==> src/rtl/rsv_pkg.sv <==
package rsv_pkg;
	// Timing
	localparam int RSV_CLK_NS       = 5;
	localparam int RSV_TICK_NS      = 1000;
	localparam int RSV_TICK_CYC     = (RSV_TICK_NS + RSV_CLK_NS - 1) / RSV_CLK_NS;
	localparam int RSV_DLY_US       = 500;
	localparam int RSV_LDO_SS_US    = 160;
	localparam int RSV_BUCK_SS_US   = 500;
	localparam int RSV_FAULT_MS     = 100;
	localparam int RSV_FAULT_US     = RSV_FAULT_MS * 1000;
	localparam int RSV_CNT_W        = 17;
	localparam int RSV_DIV_W        = 8;

	// Rail index in sequence order
	localparam int RSV_NRAIL        = 5;
	localparam int RSV_R_LIN1       = 0;
	localparam int RSV_R_LIN2       = 1;
	localparam int RSV_R_SD2        = 2;
	localparam int RSV_R_SD1        = 3;
	localparam int RSV_R_SD3        = 4;
	localparam int RSV_IDX_W        = 3;
	localparam logic [RSV_IDX_W-1:0] RSV_IDX_LAST = 3'h4;
	localparam logic [RSV_NRAIL-1:0] RSV_DEEP_OFF = 5'h18;

	// Synchronised pin positions
	localparam int RSV_NPIN         = 6;
	localparam int RSV_P_UVOK       = 0;
	localparam int RSV_P_UVFLT      = 1;
	localparam int RSV_P_SEL2       = 2;
	localparam int RSV_P_SEL1       = 3;
	localparam int RSV_P_SEL3       = 4;
	localparam int RSV_P_DSLP       = 5;

	// APB map
	localparam int RSV_AW           = 8;
	localparam logic [RSV_AW-1:0] RSV_CTRL_OFS   = 8'h00;
	localparam logic [RSV_AW-1:0] RSV_STATUS_OFS = 8'h04;
	localparam logic [RSV_AW-1:0] RSV_ADDR_OFS   = 8'h08;
	localparam int RSV_CTRL_W       = 4;
	localparam logic [RSV_CTRL_W-1:0] RSV_CTRL_RST = 4'h0;
	localparam int RSV_C_SLEEP      = 0;
	localparam int RSV_C_SLEEP_SEL  = 1;
	localparam int RSV_C_DEEP       = 2;
	localparam int RSV_C_DEEP_SEL   = 3;

	// Serial bus address
	localparam logic [6:0] RSV_I2C_ADDR = 7'h25;
	localparam logic [7:0] RSV_I2C_WR   = {RSV_I2C_ADDR, 1'b0};
	localparam logic [7:0] RSV_I2C_RD   = {RSV_I2C_ADDR, 1'b1};

	typedef enum logic [2:0] {
		RSV_ST_OFF,
		RSV_ST_WAIT,
		RSV_ST_RAMP,
		RSV_ST_ON,
		RSV_ST_FAULT
	} rsv_state_t;
endpackage : rsv_pkg

==> src/rtl/rsv_sequencer.sv <==
// The implementer's own choices: the APB slave port and the placing of the registers.
`timescale 1ns/100ps
module rsv_sequencer #(
	parameter int DLY_US     = rsv_pkg::RSV_DLY_US,
	parameter int LDO_SS_US  = rsv_pkg::RSV_LDO_SS_US,
	parameter int BUCK_SS_US = rsv_pkg::RSV_BUCK_SS_US,
	parameter int FAULT_US   = rsv_pkg::RSV_FAULT_US,
	parameter int TICK_CYC   = rsv_pkg::RSV_TICK_CYC
) (
	input  wire logic                          pclk,          // 200 MHz clock
	input  wire logic                          presetn,       // Async reset, low
	input  wire logic                          psel,          // APB select
	input  wire logic                          penable,       // APB access phase
	input  wire logic                          pwrite,        // APB write
	input  wire logic [rsv_pkg::RSV_AW-1:0]    paddr,         // APB byte address
	input  wire logic [31:0]                   pwdata,        // APB write data
	output logic      [31:0]                   prdata,        // APB read data
	output logic                               pready,        // APB ready
	output logic                               pslverr,       // APB error
	input  wire logic                          uv_ok_pin,     // input_undervoltage_ok
	input  wire logic                          uv_fault_pin,  // Rail undervoltage fault
	input  wire logic                          dvs_select_pin,         // step_down_two select
	input  wire logic                          rail1_select_pin,       // step_down_one select
	input  wire logic                          rail3_select_pin,       // step_down_three select
	input  wire logic                          deep_sleep_request_pin, // Deep sleep request
	output logic      [rsv_pkg::RSV_NRAIL-1:0] rail_en,       // Rail enables, sequence order
	output logic      [rsv_pkg::RSV_NRAIL-1:0] rail_good,     // Rail soft-start complete
	output logic                               sd1_vsel,      // 1: primary setting
	output logic                               sd2_vsel,      // 1: primary setting
	output logic                               sd3_vsel,      // 1: primary setting
	output logic                               sleep_mode,    // Sleep active
	output logic                               deep_sleep,    // Deep sleep active
	output logic                               interrupt_out_n // Fault indication, low
);
	import rsv_pkg::*;

	logic [RSV_NPIN-1:0]  sync1_q;
	logic [RSV_NPIN-1:0]  pin_q;
	rsv_state_t           state_q,   state_d;
	logic [RSV_IDX_W-1:0] idx_q,     idx_d;
	logic [RSV_CNT_W-1:0] cnt_q,     cnt_d;
	logic [RSV_DIV_W-1:0] div_q,     div_d;
	logic [RSV_NRAIL-1:0] seq_en_q,  seq_en_d;
	logic [RSV_NRAIL-1:0] good_q,    good_d;
	logic [RSV_NRAIL-1:0] en_q,      en_d;
	logic [RSV_CTRL_W-1:0] ctrl_q,   ctrl_d;
	logic [31:0]          rdata_q,   rdata_d;
	logic                 sel1_q,    sel1_d;
	logic                 sel2_q,    sel2_d;
	logic                 sel3_q,    sel3_d;
	logic                 irq_n_q,   irq_n_d;
	logic                 sleep_q,   sleep_d;
	logic                 deep_q,    deep_d;
	logic                 tick;
	logic                 deep_req;
	logic                 apb_setup;
	logic                 apb_wr;
	logic                 mapped;
	logic [RSV_CNT_W-1:0] ss_last;

	// Every pin is asynchronous to pclk
	always_ff @(posedge pclk or negedge presetn) begin
		if (!presetn) begin
			sync1_q <= '0;
			pin_q   <= '0;
		end else begin
			sync1_q <= {deep_sleep_request_pin, rail3_select_pin, rail1_select_pin,
				dvs_select_pin, uv_fault_pin, uv_ok_pin};
			pin_q   <= sync1_q;
		end
	end

	assign tick     = (div_q == RSV_DIV_W'(TICK_CYC - 1));
	assign ss_last  = (idx_q <= RSV_IDX_W'(RSV_R_LIN2)) ? RSV_CNT_W'(LDO_SS_US - 1)
		: RSV_CNT_W'(BUCK_SS_US - 1);
	// pin or software bits request deep sleep
	assign deep_req = pin_q[RSV_P_DSLP] | (ctrl_q[RSV_C_DEEP] & ctrl_q[RSV_C_DEEP_SEL]);

	always_comb begin
		state_d  = state_q;
		idx_d    = idx_q;
		cnt_d    = cnt_q;
		seq_en_d = seq_en_q;
		good_d   = good_q;
		case (state_q)
			RSV_ST_OFF: begin
				seq_en_d = '0;
				good_d   = '0;
				if (pin_q[RSV_P_UVOK]) begin
					state_d     = RSV_ST_RAMP;
					idx_d       = '0;
					cnt_d       = '0;
					seq_en_d[0] = 1'b1;
				end
			end
			RSV_ST_WAIT: begin
				if (tick) begin
					if (cnt_q == RSV_CNT_W'(DLY_US - 1)) begin
						state_d         = RSV_ST_RAMP;
						cnt_d           = '0;
						seq_en_d[idx_q] = 1'b1;
					end else begin
						cnt_d = cnt_q + 1'b1;
					end
				end
			end
			RSV_ST_RAMP: begin
				if (tick) begin
					if (cnt_q == ss_last) begin
						good_d[idx_q] = 1'b1;
						cnt_d         = '0;
						if (idx_q == RSV_IDX_LAST) begin
							state_d = RSV_ST_ON;
						end else begin
							state_d = RSV_ST_WAIT;
							idx_d   = idx_q + 1'b1;
						end
					end else begin
						cnt_d = cnt_q + 1'b1;
					end
				end
			end
			RSV_ST_ON: begin
			end
			RSV_ST_FAULT: begin
				// hold off 100 ms, then replay
				if (tick) begin
					if (cnt_q == RSV_CNT_W'(FAULT_US - 1)) begin
						state_d = RSV_ST_OFF;
						cnt_d   = '0;
					end else begin
						cnt_d = cnt_q + 1'b1;
					end
				end
			end
			default: begin
				state_d = RSV_ST_OFF;
			end
		endcase
		if (state_q != RSV_ST_FAULT) begin
			if (pin_q[RSV_P_UVFLT]) begin
				state_d  = RSV_ST_FAULT;
				cnt_d    = '0;
				seq_en_d = '0;
				good_d   = '0;
			end else if (!pin_q[RSV_P_UVOK]) begin
				state_d  = RSV_ST_OFF;
				cnt_d    = '0;
				seq_en_d = '0;
				good_d   = '0;
			end
		end
		// Restart the divider so each wait is whole microseconds
		div_d = (state_d != state_q || tick) ? '0 : div_q + 1'b1;
	end

	always_comb begin
		deep_d  = (state_d == RSV_ST_ON) && deep_req;
		sleep_d = (state_d == RSV_ST_ON) && !deep_d
			&& ctrl_q[RSV_C_SLEEP] && ctrl_q[RSV_C_SLEEP_SEL];
		// deep sleep drops step_down_one and step_down_three
		en_d    = deep_d ? (seq_en_d & ~RSV_DEEP_OFF) : seq_en_d;
		// follows its pin at any time, forced primary in deep sleep
		sel2_d  = deep_d ? 1'b1 : pin_q[RSV_P_SEL2];
		// sample only while the rail is off; hold the sampled value while it is on
		sel1_d  = en_q[RSV_R_SD1] ? sel1_q : pin_q[RSV_P_SEL1];
		sel3_d  = en_q[RSV_R_SD3] ? sel3_q : pin_q[RSV_P_SEL3];
		irq_n_d = (state_d != RSV_ST_FAULT);
	end

	always_ff @(posedge pclk or negedge presetn) begin
		if (!presetn) begin
			state_q  <= RSV_ST_OFF;
			idx_q    <= '0;
			cnt_q    <= '0;
			div_q    <= '0;
			seq_en_q <= '0;
			good_q   <= '0;
			en_q     <= '0;
			sel1_q   <= 1'b0;
			sel2_q   <= 1'b0;
			sel3_q   <= 1'b0;
			irq_n_q  <= 1'b1;
			sleep_q  <= 1'b0;
			deep_q   <= 1'b0;
		end else begin
			state_q  <= state_d;
			idx_q    <= idx_d;
			cnt_q    <= cnt_d;
			div_q    <= div_d;
			seq_en_q <= seq_en_d;
			good_q   <= good_d;
			en_q     <= en_d;
			sel1_q   <= sel1_d;
			sel2_q   <= sel2_d;
			sel3_q   <= sel3_d;
			irq_n_q  <= irq_n_d;
			sleep_q  <= sleep_d;
			deep_q   <= deep_d;
		end
	end

	// APB slave: zero wait states, read data prepared in the setup cycle
	assign apb_setup = psel && !penable;
	assign apb_wr    = psel && penable && pwrite;
	assign mapped    = (paddr == RSV_CTRL_OFS) || (paddr == RSV_STATUS_OFS)
		|| (paddr == RSV_ADDR_OFS);

	always_comb begin
		ctrl_d  = ctrl_q;
		rdata_d = rdata_q;
		if (apb_wr && paddr == RSV_CTRL_OFS) begin
			ctrl_d = pwdata[RSV_CTRL_W-1:0];
		end
		if (apb_setup) begin
			case (paddr)
				RSV_CTRL_OFS:   rdata_d = {28'h0000000, ctrl_q};
				RSV_STATUS_OFS: rdata_d = {8'h00, state_q, 3'h0, irq_n_q,
					deep_q, sleep_q, sel3_q, sel2_q, 1'b0, sel1_q, 1'b0,
					good_q, en_q};
				RSV_ADDR_OFS:   rdata_d = {16'h0000, RSV_I2C_RD, RSV_I2C_WR};
				default:        rdata_d = 32'h00000000;
			endcase
		end
	end

	always_ff @(posedge pclk or negedge presetn) begin
		if (!presetn) begin
			ctrl_q  <= RSV_CTRL_RST;
			rdata_q <= '0;
		end else begin
			ctrl_q  <= ctrl_d;
			rdata_q <= rdata_d;
		end
	end

	assign prdata          = rdata_q;
	assign pready          = 1'b1;
	assign pslverr         = psel && penable && !mapped;
	assign rail_en         = en_q;
	assign rail_good       = good_q & en_q;
	assign sd1_vsel        = sel1_q;
	assign sd2_vsel        = sel2_q;
	assign sd3_vsel        = sel3_q;
	assign sleep_mode      = sleep_q;
	assign deep_sleep      = deep_q;
	assign interrupt_out_n = irq_n_q;
endmodule : rsv_sequencer

==> config.mk <==
export PLATFORM = sky130hd
export DESIGN_NAME = rsv_sequencer
export DESIGN_NICKNAME = d
export VERILOG_FILES = /design/src/rtl/rsv_pkg.sv /design/src/rtl/rsv_sequencer.sv
export SDC_FILE = /design/constraint.sdc
export NUM_CORES = 1
export LEC_CHECK = 0
export BUFFER_PORTS_ARGS = -buffer_cell sky130_fd_sc_hd__buf_2
export CAP_MARGIN = 20
export CORE_MARGIN = 5
export CORE_UTILIZATION = 40
export DETAILED_ROUTE_END_ITERATION = 7
export SETUP_SLACK_MARGIN = 0.1
export SYNTH_ARGS = -nofsm -noshare
export SYNTH_HDL_FRONTEND = slang
export SYNTH_SLANG_ARGS = --single-unit
==> constraint.sdc <==
create_clock -name pclk -period 2.2 [get_ports pclk]
set_input_delay 0 -clock pclk [delete_from_list [all_inputs] [get_ports pclk]]
set_output_delay 0 -clock pclk [all_outputs]
set_load 0.1 [all_outputs]
### After elaboration in Yosys (flattened, before gate mapping)

Index checks and enable logic that the tools add are counted.

* logic and storage cells: 115
* bits in registers: 100
* input bits: 51

* reduce and logical (&&, ||, !) cells: 20
* bitwise gates (word level): 5
* add/sub/neg operators: 3
* equal/unequal tests: 19
* order comparisons: 3
* muxes and demuxes: 48

Operators with widths (number)
* $mux 17: 10
* $pmux 24 s3: 1
* $pmux 17 s4: 1
* $mux 5: 11
* $mux 3: 14
* $pmux 5 s2: 2
* $add 17x1->17 const B: 1
* $eq 17x17->1 const B: 1
* $eq 17x9->1: 1
* $eq 17x9->1 const B: 1
* $pmux 3 s5: 1
* $logic_and 1x1->1: 10
* $or 5x5->5: 2
* $eq 3x2->1 const B: 3
* $mux 9: 1
* $add 8x1->8 const B: 1
* $eq 8x3->1 const B: 1
* $eq 8x4->1 const B: 1
* $eq 8x8->1 const B: 1
* $logic_not 8->1: 1
* $mux 8: 1
* $ne 2x2->1 const B: 4
* $eq 3x3->1 const B: 2
* $ne 3x3->1 const B: 2
* other kinds (18): 24

### Depth between registers and ports, before layout

Gate-level depths: netlist of run 1.

* word-level depth: 15
* mapped depth: 10

### Worst setup path after synthesis of run 1

No wires, ideal clock.

* kind: register to register
* from: reg div_q[4]
* to: reg cnt_q[3]
* stages on the path, launching flop included: 9
* path slack: -0.121 ns
* arrival: 2.185 ns
* required time: 2.064 ns
* path buffers: 2
* cells stage by stage: dfrtp_1 or3b_1 or2_1 buf_2 nor4_1 nor2_1 clkbuf_1 o32ai_1 a21oi_1

* cells in the longest elaborated chain, start to end: 6

Ends and longest elaborated chain
* from (decl): line rsv_sequencer.sv:42 `logic [RSV_DIV_W-1:0] div_q, div_d;`
* from (signal assigned): line rsv_sequencer.sv:190 `div_q <= div_d;`
* $eq 8x8->1 *: line rsv_sequencer.sv:73 `assign tick = (div_q == RSV_DIV_W'(TICK_CYC - 1));`
* $mux 17 (on tied branches): line rsv_sequencer.sv:127, rsv_sequencer.sv:97, rsv_sequencer.sv:108
* $pmux 17 s4 *: line rsv_sequencer.sv:85 `case (state_q)`
* $mux 17: line rsv_sequencer.sv:146 `end else if (!pin_q[RSV_P_UVOK]) begin`
* $mux 17: line rsv_sequencer.sv:141 `if (pin_q[RSV_P_UVFLT]) begin`
* $mux 17 *: line rsv_sequencer.sv:140 `if (state_q != RSV_ST_FAULT) begin`
* net cnt_d[3]: line rsv_sequencer.sv:41 `logic [RSV_CNT_W-1:0] cnt_q, cnt_d;`
* to (signal assigned): line rsv_sequencer.sv:189 `cnt_q <= cnt_d;`
* to (decl): line rsv_sequencer.sv:41

The timed path passes the listed nets; every way through them passes the cells marked *.
A chain may end at the register's enable or synchronous reset.

### Final worst setup path of run 1

* from: reg div_q[4]
* to: reg cnt_q[7]

Same word-level chain as after synthesis.

==> results.cfg, run 1 <==
[pwr]
p_per_area_mw_per_mm2 = 810.7
vdd_drop_max_mv = 0.3569
pwr-share-clk_pct = 23.8
switching_share_pct = 40.04
p_int_w = 0.002822
power_switching_w = 0.001885
seqPwrFrac_pct = 36.1
p_comb_share_pct = 40.1
leakage_nw = 2.722

[sta]
fin_crit_ns = 2.316
fin_skew_ns = 0.01486
fmax_mhz = 431.8
tightest_slew_ns = 0.6838
tns_ns = -1.174
rsz0062_at_grt = yes
holdWs_ns = 0.07095
relSlewSlack_pct = 54.32
fin_ws_ns = -0.1157
post-route-period-util_pct = 105.3
setup_viol = 25
final_max_slew_viol_count = 0
final_hold_viol_count = 0

[setup_path]
cp_data_required_time_ns = 2.43
startpoint = div_q[4]
endpoint = cnt_q[7]
cp.arrival_ns = 2.55
rrSetupSlack_ns = -0.12
cp-end-kind = register
r2r-start = div_q[4]
crit_path_max_fanout = 7
crit_path_start_kind = register
rr_worst_depth = 9
path_class = reg2reg
reg2reg_to = cnt_q[7]

[synthesis]
synthXorXnorAreaFrac_pct = 1.619
ys.flop_type = dfrtp_1
synth_area_leaders = dfrtp_1 48%, nand2_1 4.3%, nor2_1 3.6%, buf_4 3.1%, a21oi_1 3.0%
synth-simple-area-share_pct = 19.54
synthAdderAreaFrac_pct = 1.677
netlist_area_mm2 = 0.004328
synth_compound_area_share_pct = 19.34
synth_top_area_cell = dfrtp_1
synth_top_family_by_area = simple AND/OR/NAND/NOR gates
synth.ff_latch_count = 84
synth_warnings = 0
synthMuxAreaShare_pct = 2.255
avgSynthCellArea_um2 = 9.726
postSynthCellCount = 445
async_reset_ff_share_pct = 100.0
ys_seq_area_share_pct = 48.60
synthDistinctLibCells = 70
netlist.area_leader.share_pct = 47.99
synth_edf_count = 0

[place]
io_buffers = 58
placed_area_mm2 = 0.005145
gp_congestion = 0.8550
hpwlAfterDp_um = 8085

[die]
die_h_um = 114.0
row_count = 38
die_area_mm2 = 0.01300
fp.dieW_um = 114.0
start_util_pct = 40.28
pin_count = 101
core_mm2 = 0.01075

[grt]
grt_pass1_vias = 3768
overflow = 0
grt_util_all_layers_pct = 17.76
grt_pass1_wl_um = 18620
antenna_found_initial = 0
grt_max_degree = 44

[outcome]
status = finished with violations
violations = setup timing

[run]
max_cap_viol_count = 0

[drt]
drc_errors = 0
dr.pass1.iters = 5
vias = 3936
via_per_inst = 5.407
routed_wirelength_um = 11430
drtIter0Drc = 304
ant_nets = 0
wl_per_cell_um = 15.70

[finish]
syn_to_final_growth_pct = 34.14
mostFrequentLayoutCells = 83 x dfrtp_1, 75 x buf_4, 57 x buf_2, 49 x nand2_1, 40 x nor2_1
n_antenna_cell = 0
fillers = 976
drive_gt1_share_pct = 35.71
layout_commonest_cell = dfrtp_1
nets = 639
stdcell_area_mm2 = 0.005806

[clock_network]
cts.sinks = 84
cts_buffers = 9
clock_latency_ns = 0.37
path_clk_slew_ns = 0.09
clk_path_buf_depth = 2
htreeDepth = 3
cts-root-buf = clkbuf_8
cts_tree = done

[worst_hold_path]
hp-class = in2reg
-- worst max-delay path: stages, from the launching register on --
cell and delay, ns:
dfrtp_1 0.39, or3b_1 0.39, or2_1 0.27, buf_6 0.15, nor4_4 0.28, buf_4 0.18
nor2_4 0.06, buf_6 0.14, o31ai_1 0.22, a21oi_1 0.10
-- per-layer routing --
| metal | GRT usage [%] | vias to the layer above | share of wire [%] |
|---|---|---|---|
| li1 | - | 1861 | - |
| met1 | 23.77 | 1940 | 44 |
| met2 | 28.38 | 117 | 49 |
| met3 | 2.865 | 18 | 4.6 |
| met4 | 7.997 | 0 | 2.1 |
| met5 | 0 | - | 0 |
-- state kept, by name, indices dropped and copies added (netlist names) --
name,cells
sd2_vsel,1
cnt_q,17
sd1_vsel,1
sleep_mode,1
sd3_vsel,1
ctrl_q,4
idx_q,3
pin_q,6
seq_en_q,2
good_q,5
deep_sleep,1
interrupt_out_n,1
sync1_q,6
state_q,3
div_q,8
prdata,19
rail_en,5
-- worst min-delay path by stage --
stage	from	endpoint	slack, ns	cells past startpoint
final	paddr[2]	prdata[2]	0.07	3
after global routing	pwrite	ctrl_q[3]	0.09	3
after CTS	paddr[2]	prdata[2]	0.07	3
after detailed placement	presetn	idx_q[1]	0.05	1
after global placement	presetn	good_q[0]	0.04	1
after floorplan	presetn	cnt_q[0]	-0.30	0
-- stage by stage --
step	utilization, %	worst slack, ns	instances	power, W
after CTS	52.26	-0.1503	718	0.004615
after floorplan	-	-0.09259	457	0.002808
final	54.03	-0.1157	728	0.004707
after global placement	47.88	-0.1226	686	0.003309
after global routing	54.03	-0.2399	728	0.004936
after detailed placement	47.88	-0.1695	686	0.003339
-- layout make-up --
cell class                 count  area (um2)  share of cell area (%)
clock buffer                   9       123.9                   2.134
tap                          140       175.2                   3.017
sequential                    84        2103                   36.23
timing repair buffer         153        1080                   18.60
multi-input combinational    325        2212                   38.10
clock inverter                 7       73.82                   1.272
inverter                      10       37.54                  0.6466
-- what timing repair did --
item | 4_1_cts | 5_1_grt
hold endpoints to repair | 51 | 0
pin swaps | 11 | 11
hold buffers | 11 | 0
setup buffers | 5 | 10
gates resized for setup | 34 | 24
endpoints found under the setup margin | 39 | 42
-- cells in the mapped netlist (all sizes together) (4+ instances only) --
cell type	n
nor2	42
a22oi	6
mux2	6
a31oi	4
nor3	17
nor4	7
inv	10
a22o	10
nand2	50
dfrtp	83
a21oi	26
o31ai	14
clkbuf	14
and2	11
a32oi	4
o21ai	22
buf	24
ha	5
nand3	14
a211oi	6
xor2	5
nand4	5
-- cell families after synthesis --
logic type,after synthesis
AO/OA/AOI/OAI,116
XOR/XNOR,8
adder cells (fa/ha/maj),6
buffers and inverters,48
flip-flops,84
multiplexers,9
other,2
AND/OR/NAND/NOR,172
-- power groups by stage --
stage | Clock [W] | Sequential [W] | Combinational, W
after CTS | 0.00115 | 0.00170 | 0.00177
after global routing | 0.00120 | 0.00171 | 0.00202
after detailed placement | 0 | 0.00173 | 0.00161
after global placement | 0 | 0.00173 | 0.00158
after floorplan | 0 | 0.00180 | 0.00101
final | 0.00112 | 0.00170 | 0.00189
Note: power is estimated with default switching activity, not from simulation.
==> inputs of run 2 (changes only) <==
--- a/config.mk
+++ b/config.mk
@@ -10,6 +10,8 @@
 export CORE_MARGIN = 5
 export CORE_UTILIZATION = 40
 export DETAILED_ROUTE_END_ITERATION = 7
+export GPL_TIMING_DRIVEN = 0
+export REMOVE_ABC_BUFFERS = 1
 export SETUP_SLACK_MARGIN = 0.1
 export SYNTH_ARGS = -nofsm -noshare
 export SYNTH_HDL_FRONTEND = slang
==> constraint.sdc (replaced) <==
create_clock -name pclk -period 2.4 [get_ports pclk]
set_input_delay 0 -clock pclk [delete_from_list [all_inputs] [get_ports pclk]]
set_output_delay 0 -clock pclk [all_outputs]
set_load 0.1 [all_outputs]
==> run 2 against run 1 <==
Net effect: die area stayed put; global-route usage shrank 0.52 points; utilization decreased by 3.2 points; largest cell class unchanged; the run still ends with setup timing left; sequential share of layout area rose by 2.4 points; via count is 5.6% lower; count of clock-buffer cells in the layout stayed put.
==> results.cfg, run 2 (synthesis results as in run 1) <==
[setup_path]
path_class = reg2reg
crit_path_max_fanout = 4
cp-end-kind = register
cp.arrival_ns = 2.65
cp_data_required_time_ns = 2.63
crit_path_start_kind = register

[drt]
drtIter0Drc = 303
wl_per_cell_um = 16.17
dr.pass1.iters = 5
vias = 3717
ant_nets = 0
via_per_inst = 5.442
routed_wirelength_um = 11050
drc_errors = 0

[clock_network]
clk_path_buf_depth = 2
cts.sinks = 84
clock_latency_ns = 0.38
htreeDepth = 3
path_clk_slew_ns = 0.10
cts-root-buf = clkbuf_8
cts_buffers = 9
cts_tree = done

[grt]
overflow = 0
grt_pass1_wl_um = 17950
antenna_found_initial = 0
grt_util_all_layers_pct = 17.24
grt_max_degree = 58
grt_pass1_vias = 3618

[outcome]
status = finished with violations
violations = setup timing

[pwr]
p_per_area_mw_per_mm2 = 742.6
leakage_nw = 2.443
vdd_drop_max_mv = 0.4391
total_power_w = 0.004055

[sta]
fin_ws_ns = -0.01377
fmax_mhz = 414.3
tightest_slew_ns = 0.7451
relSlewSlack_pct = 49.99
fin_skew_ns = 0.01299
fin_crit_ns = 2.414
rsz0062_at_grt = yes
final_max_slew_viol_count = 0
final_hold_viol_count = 0
setup_viol = 3
post-route-period-util_pct = 100.6

[run]
max_cap_viol_count = 0

[die]
fp.dieW_um = 114.0
pin_count = 101
row_count = 38
die_h_um = 114.0
core_mm2 = 0.01075
die_area_mm2 = 0.01300
start_util_pct = 40.28

[place]
gp_congestion = 0.8460
io_buffers = 58
placedCellCount = 620
hpwlAfterDp_um = 7331
placed_area_mm2 = 0.004636

[finish]
mostFrequentLayoutCells = 76 x dfrtp_1, 57 x buf_2, 50 x nand2_1, 35 x nor2_1, 29 x buf_4
syn_to_final_growth_pct = 26.19
n_antenna_cell = 0
fin_cells = 683
layout_commonest_cell = dfrtp_1
fillers = 1021
nets = 594
regArea_mm2 = 0.002112
multi_input_area_mm2 = 0.002165
largest_reg_flops = 19
stdcell_area_mm2 = 0.005461
drive_gt1_share_pct = 31.49

[worst_hold_path]
hp-class = in2reg
[run 2: cell types whose count changed in the layout (fill, tap and decap cells not counted), moves of 3 or more]
| cell | delta |
|---|---|
| o21ai_2 | -5 |
| nor2_1 | -5 |
| a22oi_1 | -4 |
| o21ai_1 | -3 |
| nor2_2 | +5 |
| dfrtp_2 | +7 |
| dfrtp_1 | -7 |
| o21ai_0 | +8 |
| buf_4 | -46 |
| a22oi_2 | +4 |
[run 2: final timing paths]
path                            start               to  slack [ns]  cells past startpoint
max                          idx_q[1]       rail_en[3]       -0.01                      9
min                              psel        prdata[3]        0.04                      4
max reg2reg                  idx_q[1]       rail_en[3]       -0.01                      9
min reg2reg                sync1_q[5]         pin_q[5]        0.35                      0
max in group asynchronous     presetn  interrupt_out_n        1.67                      3
min in group asynchronous     presetn        prdata[5]        0.09                      2
[run 2: where the power goes]
part           leakage [nW]  internal, W  switching, W
Clock                0.0984     0.000497      0.000578
Combinational          1.23     0.000407      0.000950
Sequential             1.12      0.00150      0.000127
[run 2: area by class of cell]
type / count / area share [%]
multi-input combinational: 325 / 39.63
sequential: 84 / 38.67
timing repair buffer: 108 / 14.02
tap: 140 / 3.207
clock buffer: 9 / 2.268
clock inverter: 7 / 1.512
inverter: 10 / 0.6873
[run 2: through the flow]
| step | util, % | hold slack, ns | TNS (ns) | setup slack [ns] |
|---|---|---|---|---|
| floorplan | - | -0.2956 | -0.06864 | -0.06391 |
| global placement | 42.64 | 0.1105 | -13.28 | -0.6563 |
| detailed placement | 43.14 | -0.04500 | -8.115 | -0.4760 |
| CTS | 49.97 | 0.05426 | -0.1378 | -0.04416 |
| global route | 50.83 | 0.08043 | -1.187 | -0.1329 |
| finish | 50.83 | 0.04364 | -0.02727 | -0.01377 |
[run 2: repair_timing]
| item | 4_1_cts | 5_1_grt |
|---|---|---|
| gates resized for setup | 42 | 13 |
| hold buffers | 11 | 0 |
| pin swaps | 19 | 8 |
| buffers inserted | 31 | 4 |
| setup endpoints to repair | 36 | 37 |
| endpoints found under the hold margin | 93 | 0 |
[run 2: layer usage]
metal  global-route usage (%)  part of all wire (%)  vias to the layer above
li1                         -                     -                     1774
met1                    22.85                    44                     1824
met2                    27.28                    49                      106
met3                    3.448                   5.2                       13
met4                    7.838                   2.1                        0
met5                        0                     0                        -
[run 2: critical path, cell delays in order, from the launching register on]
cell and delay (ns):
dfrtp_2 0.43, inv_2 0.08, ha_4 0.12, o21ba_4 0.15, or4_4 0.51, a211oi_4 0.30
o211ai_2 0.15, a2111oi_4 0.31, buf_4 0.19, nor3_2 0.04
